<file path="src/hw/pcs_params.svh">
// Purpose: Offsets, field positions and reset values of the clock select
//          and clock status block.
// Assumes: Included by every design file that needs a number.
// Notes:   Definitions only.
`ifndef PCS_PARAMS_SVH
`define PCS_PARAMS_SVH

// ****************************************************************
// Register byte offsets
// ****************************************************************
`define PCS_OFF_OSC_CTRL   8'h00
`define PCS_OFF_PLL_CFG    8'h04
`define PCS_OFF_PCK0_CFG   8'h08
`define PCS_OFF_PCK1_CFG   8'h0c
`define PCS_OFF_PCK2_CFG   8'h10
`define PCS_OFF_IRQ_EN     8'h14
`define PCS_OFF_IRQ_DIS    8'h18
`define PCS_OFF_STATUS     8'h1c
`define PCS_OFF_IRQ_MASK   8'h20

// ****************************************************************
// Field positions
// ****************************************************************
`define PCS_OSC_EN_BIT     0
`define PCS_OSC_BYP_BIT    1
`define PCS_OSC_CNT_LSB    8
`define PCS_OSC_CNT_W      8
`define PCS_OSC_MUL        3
`define PCS_PLL_CNT_LSB    8
`define PCS_PLL_CNT_W      6
`define PCS_PLL_MUL_LSB    16
`define PCS_PLL_MUL_W      11
`define PCS_CSS_LSB        0
`define PCS_PSC_LSB        2
`define PCS_ST_OSC_BIT     0
`define PCS_ST_LOCK_BIT    2
`define PCS_ST_MCK_BIT     3
`define PCS_ST_PCK_LSB     8
`define PCS_NUM_PCK        3

// ****************************************************************
// Encodings and reset values
// ****************************************************************
`define PCS_FLAG_BITS      32'h0000070d
`define PCS_PSC_RSVD       3'h7
`define PCS_OSC_CTRL_RST   32'h00000000
`define PCS_PLL_CFG_RST    32'h00003f00
`define PCS_PCK_CFG_RST    5'h00
`define PCS_IRQ_EN_RST     32'h00000000
`define PCS_PCK_SETTLE     2'h2

`endif

</file>
<file path="src/hw/pcs_pkg.sv">
// Purpose: Types shared by the clock select and clock status block.
// Assumes: Constants live in pcs_params.svh.
// Notes:   Types only.
package pcs_pkg;

   // Source select of a programmable clock
   typedef enum logic [1:0] {
      PCS_SRC_SLOW = 2'h0,
      PCS_SRC_MAIN = 2'h1,
      PCS_SRC_RSVD = 2'h2,
      PCS_SRC_PLL = 2'h3
   } pcs_src_t;

   // Prescale code of a programmable clock
   typedef logic [2:0] pcs_psc_t;

   // One register word
   typedef logic [31:0] pcs_word_t;

endpackage

</file>
<file path="src/hw/pcs_settle.sv">
// Purpose: Counts slow clock ticks until a clock source is settled.
// Assumes: tick is a one-cycle pulse per slow clock rising edge.
// Notes:   A restart pulse drops done and counts again from zero, unless force_done is high.
`timescale 1ns/1ns
module pcs_settle #(
   parameter int CNT_W = 11
) (
   // Clock and reset
   input wire logic core_clk,
   input wire logic rst_n,
   input wire logic ce,
   // Control
   input wire logic run,
   input wire logic force_done,
   input wire logic restart,
   input wire logic tick,
   input wire logic [CNT_W-1:0] target,
   // Result
   output logic done_q
);
   import pcs_pkg::*;

   logic [CNT_W-1:0] cnt_q;

   // Settle counter; a stopped source drops its flag at once unless force_done is high
   always_ff @(posedge core_clk or negedge rst_n) begin
      if (!rst_n) begin
         cnt_q <= '0;
         done_q <= 1'b0;
      end else if (ce) begin
         if (!run && !force_done) begin
            cnt_q <= '0;
            done_q <= 1'b0;
         end else if (force_done) begin
            done_q <= 1'b1;
         end else if (restart) begin
            cnt_q <= '0;
            done_q <= 1'b0;
         end else if (!done_q && tick) begin
            if (cnt_q >= target) begin
               done_q <= 1'b1;
            end else begin
               cnt_q <= cnt_q + 1'b1;
            end
         end
      end
   end

endmodule

</file>
<file path="src/hw/pcs_prog_clk.sv">
// Purpose: One programmable clock output with source select and prescaler.
// Assumes: Source levels are already synchronised to core_clk.
// Notes:   Output rate is bounded by the sampling at core_clk.
`timescale 1ns/1ns
`include "pcs_params.svh"
module pcs_prog_clk (
   // Clock and reset
   input wire logic core_clk,
   input wire logic rst_n,
   input wire logic ce,
   // Synchronised sources, bit 0 slow, 1 main, 2 pll
   input wire logic [2:0] src_lvl,
   input wire logic [2:0] src_rise,
   // Configuration
   input wire pcs_pkg::pcs_src_t css,
   input wire pcs_pkg::pcs_psc_t psc,
   input wire logic cfg_wr,
   // Output
   output logic clk_out_q,
   output logic ready_q
);
   import pcs_pkg::*;

   logic sel_lvl;
   logic sel_rise;
   logic valid;
   logic [5:0] half;
   logic [5:0] cnt_q;
   logic [1:0] seen_q;

   always_comb begin
      case (css)
         PCS_SRC_SLOW: begin
            sel_lvl = src_lvl[0];
            sel_rise = src_rise[0];
         end
         PCS_SRC_MAIN: begin
            sel_lvl = src_lvl[1];
            sel_rise = src_rise[1];
         end
         PCS_SRC_PLL: begin
            sel_lvl = src_lvl[2];
            sel_rise = src_rise[2];
         end
         default: begin
            sel_lvl = 1'b0;
            sel_rise = 1'b0;
         end
      endcase
   end

   // Reserved codes keep the output parked low and never ready
   assign valid = (css != PCS_SRC_RSVD) && (psc != `PCS_PSC_RSVD);
   // toggle every half period of source rises
   assign half = (psc == 3'h0) ? 6'h01 : 6'((7'h01 << psc) >> 1);

   always_ff @(posedge core_clk or negedge rst_n) begin
      if (!rst_n) begin
         cnt_q <= '0;
         clk_out_q <= 1'b0;
      end else if (ce) begin
         if (cfg_wr || !valid) begin
            cnt_q <= '0;
            clk_out_q <= 1'b0;
         end else if (psc == 3'h0) begin
            clk_out_q <= sel_lvl;
         end else if (sel_rise) begin
            if (cnt_q + 6'h01 >= half) begin
               cnt_q <= '0;
               clk_out_q <= ~clk_out_q;
            end else begin
               cnt_q <= cnt_q + 6'h01;
            end
         end
      end
   end

   // ready after two source rises since the last change
   always_ff @(posedge core_clk or negedge rst_n) begin
      if (!rst_n) begin
         seen_q <= '0;
         ready_q <= 1'b0;
      end else if (ce) begin
         if (cfg_wr || !valid) begin
            seen_q <= '0;
            ready_q <= 1'b0;
         end else if (sel_rise && !ready_q) begin
            seen_q <= seen_q + 2'h1;
            ready_q <= (seen_q + 2'h1) >= `PCS_PCK_SETTLE;
         end
      end
   end

endmodule

</file>
<file path="src/hw/pcs_top.sv">
// Purpose: Programmable clock select and clock status block on AHB-Lite.
// Assumes: Slow, main and pll clocks arrive as pins far slower than core_clk.
// Notes:   Zero wait state slave; every answer is OKAY.
//
// Functional notes
// - CSS 00 slow, 01 main, 11 pll.
// - Prescale codes divide by one to 64.
// - Enable, disable, status, mask share bit layout.
// - Enable write ones set source enables.
// - Disable write ones clear source enables.
// - Status bit 0 shows oscillator stable.
// - Status bit 2 shows pll locked.
// - Status bit 3 shows master clock ready.
// - Status bits 8-10 show programmable clocks ready.
// - Mask reads zero enabled, one disabled.
// - Oscillator stable on tick count times eight plus one.
// - Lock on tick pll settle count plus one.
//
// The register addresses and the AHB-Lite interface to the registers are this design's own decisions.
`timescale 1ns/1ns
`include "pcs_params.svh"
module pcs_top (
   // Clock, reset, enable
   input wire logic core_clk,
   input wire logic rstn,
   input wire logic ce,
   // AHB-Lite slave
   input wire logic hsel,
   input wire logic [31:0] haddr,
   input wire logic [1:0] htrans,
   input wire logic hwrite,
   input wire logic [2:0] hsize,
   input wire pcs_pkg::pcs_word_t hwdata,
   input wire logic hready,
   output logic hreadyout,
   output pcs_pkg::pcs_word_t hrdata,
   output logic hresp,
   // Clock source pins
   input wire logic slow_clk_pin,
   input wire logic main_clk_pin,
   input wire logic pll_clk_pin,
   input wire logic mck_ready_pin,
   // Outputs
   output logic [2:0] prog_clk_out,
   output logic irq
);
   import pcs_pkg::*;

   // ****************************************************************
   // Reset release
   // ****************************************************************
   logic rst_ff1_q;
   logic rst_n_q;

   // Two flops so the release is clean with respect to core_clk
   always_ff @(posedge core_clk or negedge rstn) begin
      if (!rstn) begin
         rst_ff1_q <= 1'b0;
         rst_n_q <= 1'b0;
      end else begin
         rst_ff1_q <= 1'b1;
         rst_n_q <= rst_ff1_q;
      end
   end

   // ****************************************************************
   // Pin synchronisers
   // ****************************************************************
   logic [3:0] pin_ff1_q;
   logic [3:0] pin_ff2_q;
   logic [2:0] src_old_q;
   logic [2:0] src_rise;

   // First stage is read only by the second stage
   always_ff @(posedge core_clk or negedge rst_n_q) begin
      if (!rst_n_q) begin
         pin_ff1_q <= '0;
         pin_ff2_q <= '0;
         src_old_q <= '0;
      end else if (ce) begin
         pin_ff1_q <= {mck_ready_pin, pll_clk_pin, main_clk_pin,
                       slow_clk_pin};
         pin_ff2_q <= pin_ff1_q;
         src_old_q <= pin_ff2_q[2:0];
      end
   end

   // Rising edges of the three sources, one cycle pulses
   assign src_rise = pin_ff2_q[2:0] & ~src_old_q;

   // ****************************************************************
   // AHB-Lite address phase capture
   // ****************************************************************
   logic take;
   logic wr_q;
   logic [7:0] waddr_q;
   logic [7:0] aaddr;
   logic wr_now;

   assign take = hsel && htrans[1] && hready;
   assign aaddr = haddr[7:0];
   // Write lands at the edge that ends its data phase
   assign wr_now = wr_q && hready;

   // Hold the write address into the data phase; hsize is word only
   always_ff @(posedge core_clk or negedge rst_n_q) begin
      if (!rst_n_q) begin
         wr_q <= 1'b0;
         waddr_q <= '0;
      end else if (ce) begin
         if (hready) begin
            wr_q <= take && hwrite && (haddr[31:8] == 24'h000000);
            waddr_q <= aaddr;
         end
      end
   end

   function automatic logic hit(input logic [7:0] off);
      hit = wr_now && (waddr_q == off);
   endfunction

   // ****************************************************************
   // Control registers
   // ****************************************************************
   pcs_word_t osc_ctrl_q;
   pcs_word_t pll_cfg_q;
   logic [4:0] pck_cfg_q [`PCS_NUM_PCK];
   pcs_word_t irq_en_q;
   logic osc_wr;
   logic pll_wr;
   logic [2:0] pck_wr;

   // Write strobes; a process so that what hit reads is followed too
   always_comb begin
      osc_wr = hit(`PCS_OFF_OSC_CTRL);
      pll_wr = hit(`PCS_OFF_PLL_CFG);
      pck_wr[0] = hit(`PCS_OFF_PCK0_CFG);
      pck_wr[1] = hit(`PCS_OFF_PCK1_CFG);
      pck_wr[2] = hit(`PCS_OFF_PCK2_CFG);
   end

   // Oscillator and pll control words
   always_ff @(posedge core_clk or negedge rst_n_q) begin
      if (!rst_n_q) begin
         osc_ctrl_q <= `PCS_OSC_CTRL_RST;
         pll_cfg_q <= `PCS_PLL_CFG_RST;
      end else if (ce) begin
         if (osc_wr) begin
            osc_ctrl_q <= hwdata;
         end
         if (pll_wr) begin
            pll_cfg_q <= hwdata;
         end
      end
   end

   // Programmable clock words, five bits each
   always_ff @(posedge core_clk or negedge rst_n_q) begin
      if (!rst_n_q) begin
         for (int i = 0; i < `PCS_NUM_PCK; i++) begin
            pck_cfg_q[i] <= `PCS_PCK_CFG_RST;
         end
      end else if (ce) begin
         for (int i = 0; i < `PCS_NUM_PCK; i++) begin
            if (pck_wr[i]) begin
               pck_cfg_q[i] <= hwdata[4:0];
            end
         end
      end
   end

   // enable state touched only by enable and disable writes
   always_ff @(posedge core_clk or negedge rst_n_q) begin
      if (!rst_n_q) begin
         irq_en_q <= `PCS_IRQ_EN_RST;
      end else if (ce) begin
         if (hit(`PCS_OFF_IRQ_EN)) begin
            irq_en_q <= irq_en_q | (hwdata & `PCS_FLAG_BITS);
         end
         if (hit(`PCS_OFF_IRQ_DIS)) begin
            irq_en_q <= irq_en_q & ~(hwdata & `PCS_FLAG_BITS);
         end
      end
   end

   // ****************************************************************
   // Oscillator and pll settle counters
   // ****************************************************************
   logic osc_stable;
   logic pll_lock;
   logic [10:0] osc_target;
   logic [`PCS_PLL_CNT_W-1:0] pll_target;
   logic pll_on;

   // start-up count in slow clocks times eight
   assign osc_target = 11'({osc_ctrl_q[`PCS_OSC_CNT_LSB +: `PCS_OSC_CNT_W],
                            `PCS_OSC_MUL'h0});
   assign pll_target = pll_cfg_q[`PCS_PLL_CNT_LSB +: `PCS_PLL_CNT_W];
   // A zero multiplier turns the pll off, so it never locks
   assign pll_on = |pll_cfg_q[`PCS_PLL_MUL_LSB +: `PCS_PLL_MUL_W];

   // oscillator stable counter, bypass sets it at once
   pcs_settle #(
      .CNT_W(11)
   ) u_osc (
      .core_clk(core_clk),
      .rst_n(rst_n_q),
      .ce(ce),
      .run(osc_ctrl_q[`PCS_OSC_EN_BIT]),
      .force_done(osc_ctrl_q[`PCS_OSC_BYP_BIT]),
      .restart(osc_wr),
      .tick(src_rise[0]),
      .target(osc_target),
      .done_q(osc_stable)
   );

   // lock counter restarted by each pll config write
   pcs_settle #(
      .CNT_W(`PCS_PLL_CNT_W)
   ) u_pll (
      .core_clk(core_clk),
      .rst_n(rst_n_q),
      .ce(ce),
      .run(pll_on),
      .force_done(1'b0),
      .restart(pll_wr),
      .tick(src_rise[0]),
      .target(pll_target),
      .done_q(pll_lock)
   );

   // ****************************************************************
   // Programmable clocks
   // ****************************************************************
   logic [2:0] pck_ready;

   // each output picks its own source and prescale
   for (genvar g = 0; g < `PCS_NUM_PCK; g++) begin : g_pck
      pcs_prog_clk u_pck (
         .core_clk(core_clk),
         .rst_n(rst_n_q),
         .ce(ce),
         .src_lvl(pin_ff2_q[2:0]),
         .src_rise(src_rise),
         .css(pcs_src_t'(pck_cfg_q[g][`PCS_CSS_LSB +: 2])),
         .psc(pcs_psc_t'(pck_cfg_q[g][`PCS_PSC_LSB +: 3])),
         .cfg_wr(pck_wr[g]),
         .clk_out_q(prog_clk_out[g]),
         .ready_q(pck_ready[g])
      );
   end

   // ****************************************************************
   // Status, interrupt and read data
   // ****************************************************************
   pcs_word_t status;
   pcs_word_t rd_word;

   always_comb begin
      status = '0;
      status[`PCS_ST_OSC_BIT] = osc_stable;
      status[`PCS_ST_LOCK_BIT] = pll_lock;
      status[`PCS_ST_MCK_BIT] = pin_ff2_q[3];
      status[`PCS_ST_PCK_LSB +: 3] = pck_ready;
   end

   // Read mux; write-only and unmapped words read zero
   always_comb begin
      case (aaddr)
         `PCS_OFF_OSC_CTRL: rd_word = osc_ctrl_q;
         `PCS_OFF_PLL_CFG: rd_word = pll_cfg_q;
         `PCS_OFF_PCK0_CFG: rd_word = {27'h0, pck_cfg_q[0]};
         `PCS_OFF_PCK1_CFG: rd_word = {27'h0, pck_cfg_q[1]};
         `PCS_OFF_PCK2_CFG: rd_word = {27'h0, pck_cfg_q[2]};
         `PCS_OFF_STATUS: rd_word = status;
         // mask reads one for a disabled source
         `PCS_OFF_IRQ_MASK: rd_word = ~irq_en_q & `PCS_FLAG_BITS;
         default: rd_word = '0;
      endcase
      if (haddr[31:8] != 24'h000000) begin
         rd_word = '0;
      end
   end

   // Bus answer flops; the slave never stretches a transfer
   always_ff @(posedge core_clk or negedge rst_n_q) begin
      if (!rst_n_q) begin
         hreadyout <= 1'b1;
         hresp <= 1'b0;
         hrdata <= '0;
      end else if (ce) begin
         hreadyout <= 1'b1;
         hresp <= 1'b0;
         if (take && !hwrite) begin
            hrdata <= rd_word;
         end
      end
   end

   always_ff @(posedge core_clk or negedge rst_n_q) begin
      if (!rst_n_q) begin
         irq <= 1'b0;
      end else if (ce) begin
         irq <= |(status & irq_en_q);
      end
   end

endmodule

</file>
<file path="config.mk">
export PLATFORM = sky130hd
export DESIGN_NAME = pcs_top
export DESIGN_NICKNAME = d
export VERILOG_FILES = /design/src/hw/pcs_pkg.sv /design/src/hw/pcs_settle.sv /design/src/hw/pcs_prog_clk.sv /design/src/hw/pcs_top.sv
export VERILOG_INCLUDE_DIRS = /design/src /design/src/hw
export SDC_FILE = /design/constraint.sdc
export NUM_CORES = 1
export LEC_CHECK = 0
export ABC_CLOCK_PERIOD_IN_PS = 12100
export BUFFER_PORTS_ARGS = -buffer_cell sky130_fd_sc_hd__buf_2
export CORE_MARGIN = 2
export CORE_UTILIZATION = 50
export DETAILED_ROUTE_END_ITERATION = 6
export MAX_ROUTING_LAYER = met4
export PLACE_DENSITY = 0.78
export REMOVE_ABC_BUFFERS = 1
export SETUP_SLACK_MARGIN = 0.3
export SYNTH_ARGS = -nofsm -noshare
export SYNTH_HDL_FRONTEND = slang
export SYNTH_SLANG_ARGS = --single-unit
</file>
<file path="constraint.sdc">
create_clock -name core_clk -period 12.1 [get_ports core_clk]
set_input_delay 1.21 -clock core_clk [delete_from_list [all_inputs] [get_ports core_clk]]
set_output_delay 1.21 -clock core_clk [all_outputs]
set_load 0.02 [all_outputs]
</file>
# Word-level counts from Yosys, hierarchy flattened
# Index checks and enable logic that the tools add are counted.
[word_totals] ff_bits=215 wordCells=244
[classes] n_addsub=8 magnitude_cmp=8 n_eq_ne=32 n_shift=3 muxes=67 n_bitwise=10 reduce_logical=85
[op_table] op="$pmux W32 S7" n=1
[op_table] op="$mux W6" n=19
[op_table] op="$mux W32" n=3
[op_table] op="$mux W11" n=5
[op_table] op="$eq A8 B5 Y1 const B" n=5
[op_table] op="$and A11 B32 Y32" n=1
[op_table] op="$and A32 B32 Y32" n=1
[op_table] op="$eq A8 B4 Y1 const B" n=4
[op_table] op="$not A11 Y32" n=1
[op_table] op="$or A32 B11 Y32" n=1
[op_table] op="$reduce_or A32 Y1" n=1
[op_table] op="$mux W1" n=27
[op_table] op="$reduce_and A3 Y1" n=9
[op_table] op="$add A6 B1 Y6 const B" n=4
[op_table] op="$ge A6 B6 Y1" n=4
[op_table] op="$logic_not A24 Y1" n=1
[op_table] op="$reduce_bool A24 Y1" n=1
[op_table] op="$logic_and A1 B1 Y1" n=22
[op_table] op="$reduce_and A2 Y1" n=11
[op_table] op="$reduce_bool A3 Y1" n=7
[op_table] op="$shl A1 B3 Y7 const A" n=3
[op_table] op="$pmux W1 S3" n=6
[op_table] op="$eq A8 B3 Y1 const B" n=2
[op_table] op="$logic_not A8 Y1" n=2
[op_table] op="other kinds (24)" n=72

# Logic depth before layout (Yosys ltp)
[depth] depth_word=7 ltp_mapped=10

# Modules after synthesis
# Synthesis repeated with hierarchy kept, for this count alone.
[unflattened] hier_cells=902 hier_area_um2=10029.6
[by_module_without_submodules] module="pcs_top" instances=1 cells_each=472 area_each_um2=6112.1 seq_area_each_um2=3510.9
[by_module_without_submodules] module="pcs_prog_clk" instances=3 cells_each=87 area_each_um2=797.0 seq_area_each_um2=225.2
[by_module_without_submodules] module="pcs_settle (u_osc)" instances=1 cells_each=112 area_each_um2=989.7 seq_area_each_um2=300.3
[by_module_without_submodules] module="pcs_settle (u_pll)" instances=1 cells_each=57 area_each_um2=536.8 seq_area_each_um2=175.2

# Least setup slack after synthesis
# Ideal clock, no wire load.
[synth_timing] path_kind="input -> register" startpoint="input haddr[1]" endpoint="register hrdata[3]" setup_ns=0.074 t_arrival_ns=2.797 path_slack_ns=9.228 stages=8 path_buffers=2 path_cell_list="or4_4 > or3_1 > buf_2 > nor3_4 > buf_6 > a222oi_1 > o21a_1 > o21ai_2"
[synth_via] elab_chain_cells=3 elab_cells_between_ends=9
[synth_lines] element="start, declared" line_no="pcs_top.sv:29" source="input wire logic [31:0] haddr,"
[synth_lines] element="$eq A8 B6 Y1, or another cell as far along" line_no="pcs_top.sv:269" source="case (aaddr)"
[synth_lines] element="$pmux W32 S7 *" line_no="pcs_top.sv:269"
[synth_lines] element="$mux W32 *" line_no="pcs_top.sv:280" source="if (haddr[31:8] != 24'h000000) begin"
[synth_lines] element="end signal, assigned" line_no="pcs_top.sv:295" source="hrdata <= rd_word;"
[synth_lines] element="end, declared" line_no="pcs_top.sv:36" source="output pcs_pkg::pcs_word_t hrdata,"
# Every way passes the cells marked *; elsewhere a longest branch is shown, timed or not.
# A chain may end at the register's enable or synchronous reset.

# Final worst setup path
[layout_timing] startpoint="input ce" endpoint="register pll_cfg_q[31]"
[layout_via] elab_chain_cells=1
[layout_lines] element="start, declared" line_no="pcs_top.sv:26" source="input wire logic ce,"
[layout_lines] element="$reduce_and A2 Y1 (no line)"
[layout_lines] element="end signal, assigned" line_no="pcs_top.sv:146" source="pll_cfg_q <= `PCS_PLL_CFG_RST;"
[layout_lines] element="end signal, assigned" line_no="pcs_top.sv:152" source="pll_cfg_q <= hwdata;"
[layout_lines] element="end, declared" line_no="pcs_top.sv:126" source="pcs_word_t pll_cfg_q;"
# Every way passes these cells.

==> metrics.csv <==
metric,value,unit
Area contributors post-synth,"dfrtp_1 47%, mux2_2 12%, ha_1 5.0%",
core area,0.01864,sq mm
first-pass GRT wire length,35.98,mm
Die ar.,0.02010,sq mm
initial drt markers,508,
PD cells,123.0,mW/mm^2
CP Class,in -> reg,
Detailed Routing Iterations Pass 1,6,
area share of the largest cell type after synthesis,47.45,%
critical path capture point type,register,
Relative slew margins,25.51,%
Initial Util,50.92,%
P_sw,0.3489,mW
DPL Wire Length,14.81,mm
leakage power,5.115,nW
DR WL/cell,17.74,microns
achievable frequency,290.0,MHz
post_cts resized,0,
total grt overflow,0,
Layout Skew,0.01553,ns
"EDFF count, synth",0,
Worst Tran Pin Value,1.107,ns
Final Util,57.85,%
CP required,12.43,ns
Num CTS Buffers,17,
IO Count,117,
GPL Wtd Cong,0.8815,
area delta synth->final,13.60,%
# placed instances,1189,
"Clk Latency, worst-skew pair",0.44,ns
"Slowest-stage cell, CP",nor2_4,
Final Hold Fails,0,
Clock power frac,42.7,%
WP buf/inv,3,
Yosys top cell by area,dfrtp_1,
final setup violating endpoints,0,
async set-reset flop share out of synthesis,100.0,%
setup ws final,8.652,ns
sequential-to-total area share from yosys stat,49.11,%
R2R Setup Slk,9.35,ns
total track usage,23.29,%
Mean Syn Cell Area,10.75,sq um
Arrival @ worst endpoint,3.78,ns
"commonest cells after routing, fill and taps aside","179 x dfrtp_1, 110 x buf_2, 99 x mux2_2",
fin crit share,28.50,%
Worst path depth,6,
# hold bufs at CTS,0,
Logic pwr share,6.8,%
Root Buffer,clkbuf_16,
via/cell ratio,5.921,
share of cells above drive strength 1,27.36,%
Longest Clk Path Bufs,2,
switching part of the total,26.30,%
CP startpoint kind,input port,
cell count after synthesis,883,
Nets,1091,
internal power,0.9777,mW
Synth cell types,66,
#FFs+latches synth,186,
critical path's top delay family,simple AND/OR/NAND/NOR gates,
height of the die,141.8,microns
cell area after synthesis,0.009493,sq mm
FF-to-FF path depth,4,
VDD IR-drop max,0.00009919,V
die width,141.8,microns
initial antenna violation count,2,
post-route ant nets,0,
ys flop type,dfrtp_1,
largest net degree at the start of global routing,68,
via total after detailed routing,7241,
final WL,21.69,mm
Slew Limit Fails,0,
outcome,completed,
Hold Crit Class,reg -> reg,
clock sinks,186,
worst-path cell chain,buf_2 > buf_4 > inv_1 > or2_2 > nor2_4 > mux2_2,
worst hold path depth,0,
crit path time final,3.448,ns
Synth Warn #,0,
post-CTS setup buffers,0,
CTS tree,done,
H-tree levels,4,
Flop pwr share,50.5,%
vias in the first global route,7072,
DRC Markers,0,
IO buf count,110,
Place WS,8.237,ns
setup TNS,0,ns
RSZ-0062 raised after global routing,no,
Final Power,1.327,mW
Core Rows,50,
max_cap viols,0,
"CTS clk-pin slew, worst paths",0.08,ns
worst-path maximum fanout,37,
"most common cell after layout, fill and taps aside",dfrtp_1,
final cell count without fillers,1223,
crit-path max cell delay,0.82,ns
## power groups by stage
| stage | logic, mW | clock network, mW | registers (mW) |
|---|---|---|---|
| after detailed placement | 0.0907 | 0 | 0.681 |
| final | 0.0907 | 0.566 | 0.670 |
| after global routing | 0.101 | 0.599 | 0.674 |
| after global placement | 0.0884 | 0 | 0.680 |
| after floorplan | 0.0454 | 0 | 0.681 |
| after CTS | 0.0913 | 0.573 | 0.670 |
## layer usage
| layer | wire, microns | track usage [%] | share of wire, % |
|---|---|---|---|
| met5 | 0 | - | 0 |
| met4 | 257 | 6.368 | 1.2 |
| met3 | 1319 | 4.759 | 6.1 |
| met2 | 10760 | 37.40 | 50 |
| met1 | 9355 | 30.35 | 43 |
## cell type report
cell class / count / area, sq um
fillers: 1536 / 7859
flip-flops and latches: 186 / 4666
multi-input cells: 625 / 4508
repair buffers: 118 / 610.6
clock buffers: 18 / 429.2
well taps: 234 / 292.8
clock inverters: 14 / 175.2
inverters: 26 / 97.59
diodes: 2 / 5.005
## kinds of logic after synthesis
group	synth area share [%]
fa+ha+maj	5.009
buf+inv	3.519
compound gates	15.01
simple gates	12.96
other cells	0.07911
mux	13.02
flops	49.11
xor+xnor	1.292
## synthesized netlist by cell type (13+ instances only)
library cell	number
ha_1	38
nand3_1	20
mux2_2	99
nor2_1	35
nor3_1	13
clkbuf_1	29
nand2_1	86
nand2b_1	14
o21ai_1	26
o21ai_0	57
a22oi_1	34
inv_1	26
a21oi_1	24
dfrtp_1	180
## through the flow
step | hold slack (ns) | area (sq um)
after CTS | 0.3629 | 10780
after detailed placement | 0.3450 | 10170
final | 0.3641 | 10780
after global routing | 0.3657 | 10780
after floorplan | 0.3312 | 9260
after global placement | 0.3382 | 10170
## registers in the layout (all words and copies together), names as in the netlist, 3 cells and up, named ones only
signal	count
hrdata	32
osc_ctrl_q	32
pll_cfg_q	32
g_pck.u_pck.cnt_q	18
pck_cfg_q	15
u_osc.cnt_q	11
waddr_q	8
u_pll.cnt_q	6
g_pck.u_pck.seen_q	5
pin_ff1_q	4
pin_ff2_q	4
g_pck.u_pck.clk_out_q	3
src_old_q	3
## final timing paths
path                                         from                             endpoint
max                                            ce            pll_cfg_q[31]$_DFFE_PN0P_
min                           rst_ff1_q$_DFF_PN0_                    rst_n_q$_DFF_PN0_
max reg2reg                waddr_q[4]$_DFFE_PN0P_            pll_cfg_q[31]$_DFFE_PN0P_
min reg2reg                   rst_ff1_q$_DFF_PN0_                    rst_n_q$_DFF_PN0_
max in group asynchronous       rst_n_q$_DFF_PN0_  g_pck[2].u_pck.cnt_q[2]$_DFFE_PN0P_
min in group asynchronous       rst_n_q$_DFF_PN0_               hrdata[28]$_DFFE_PN0P_
Note: power is estimated with default switching activity, not from simulation.
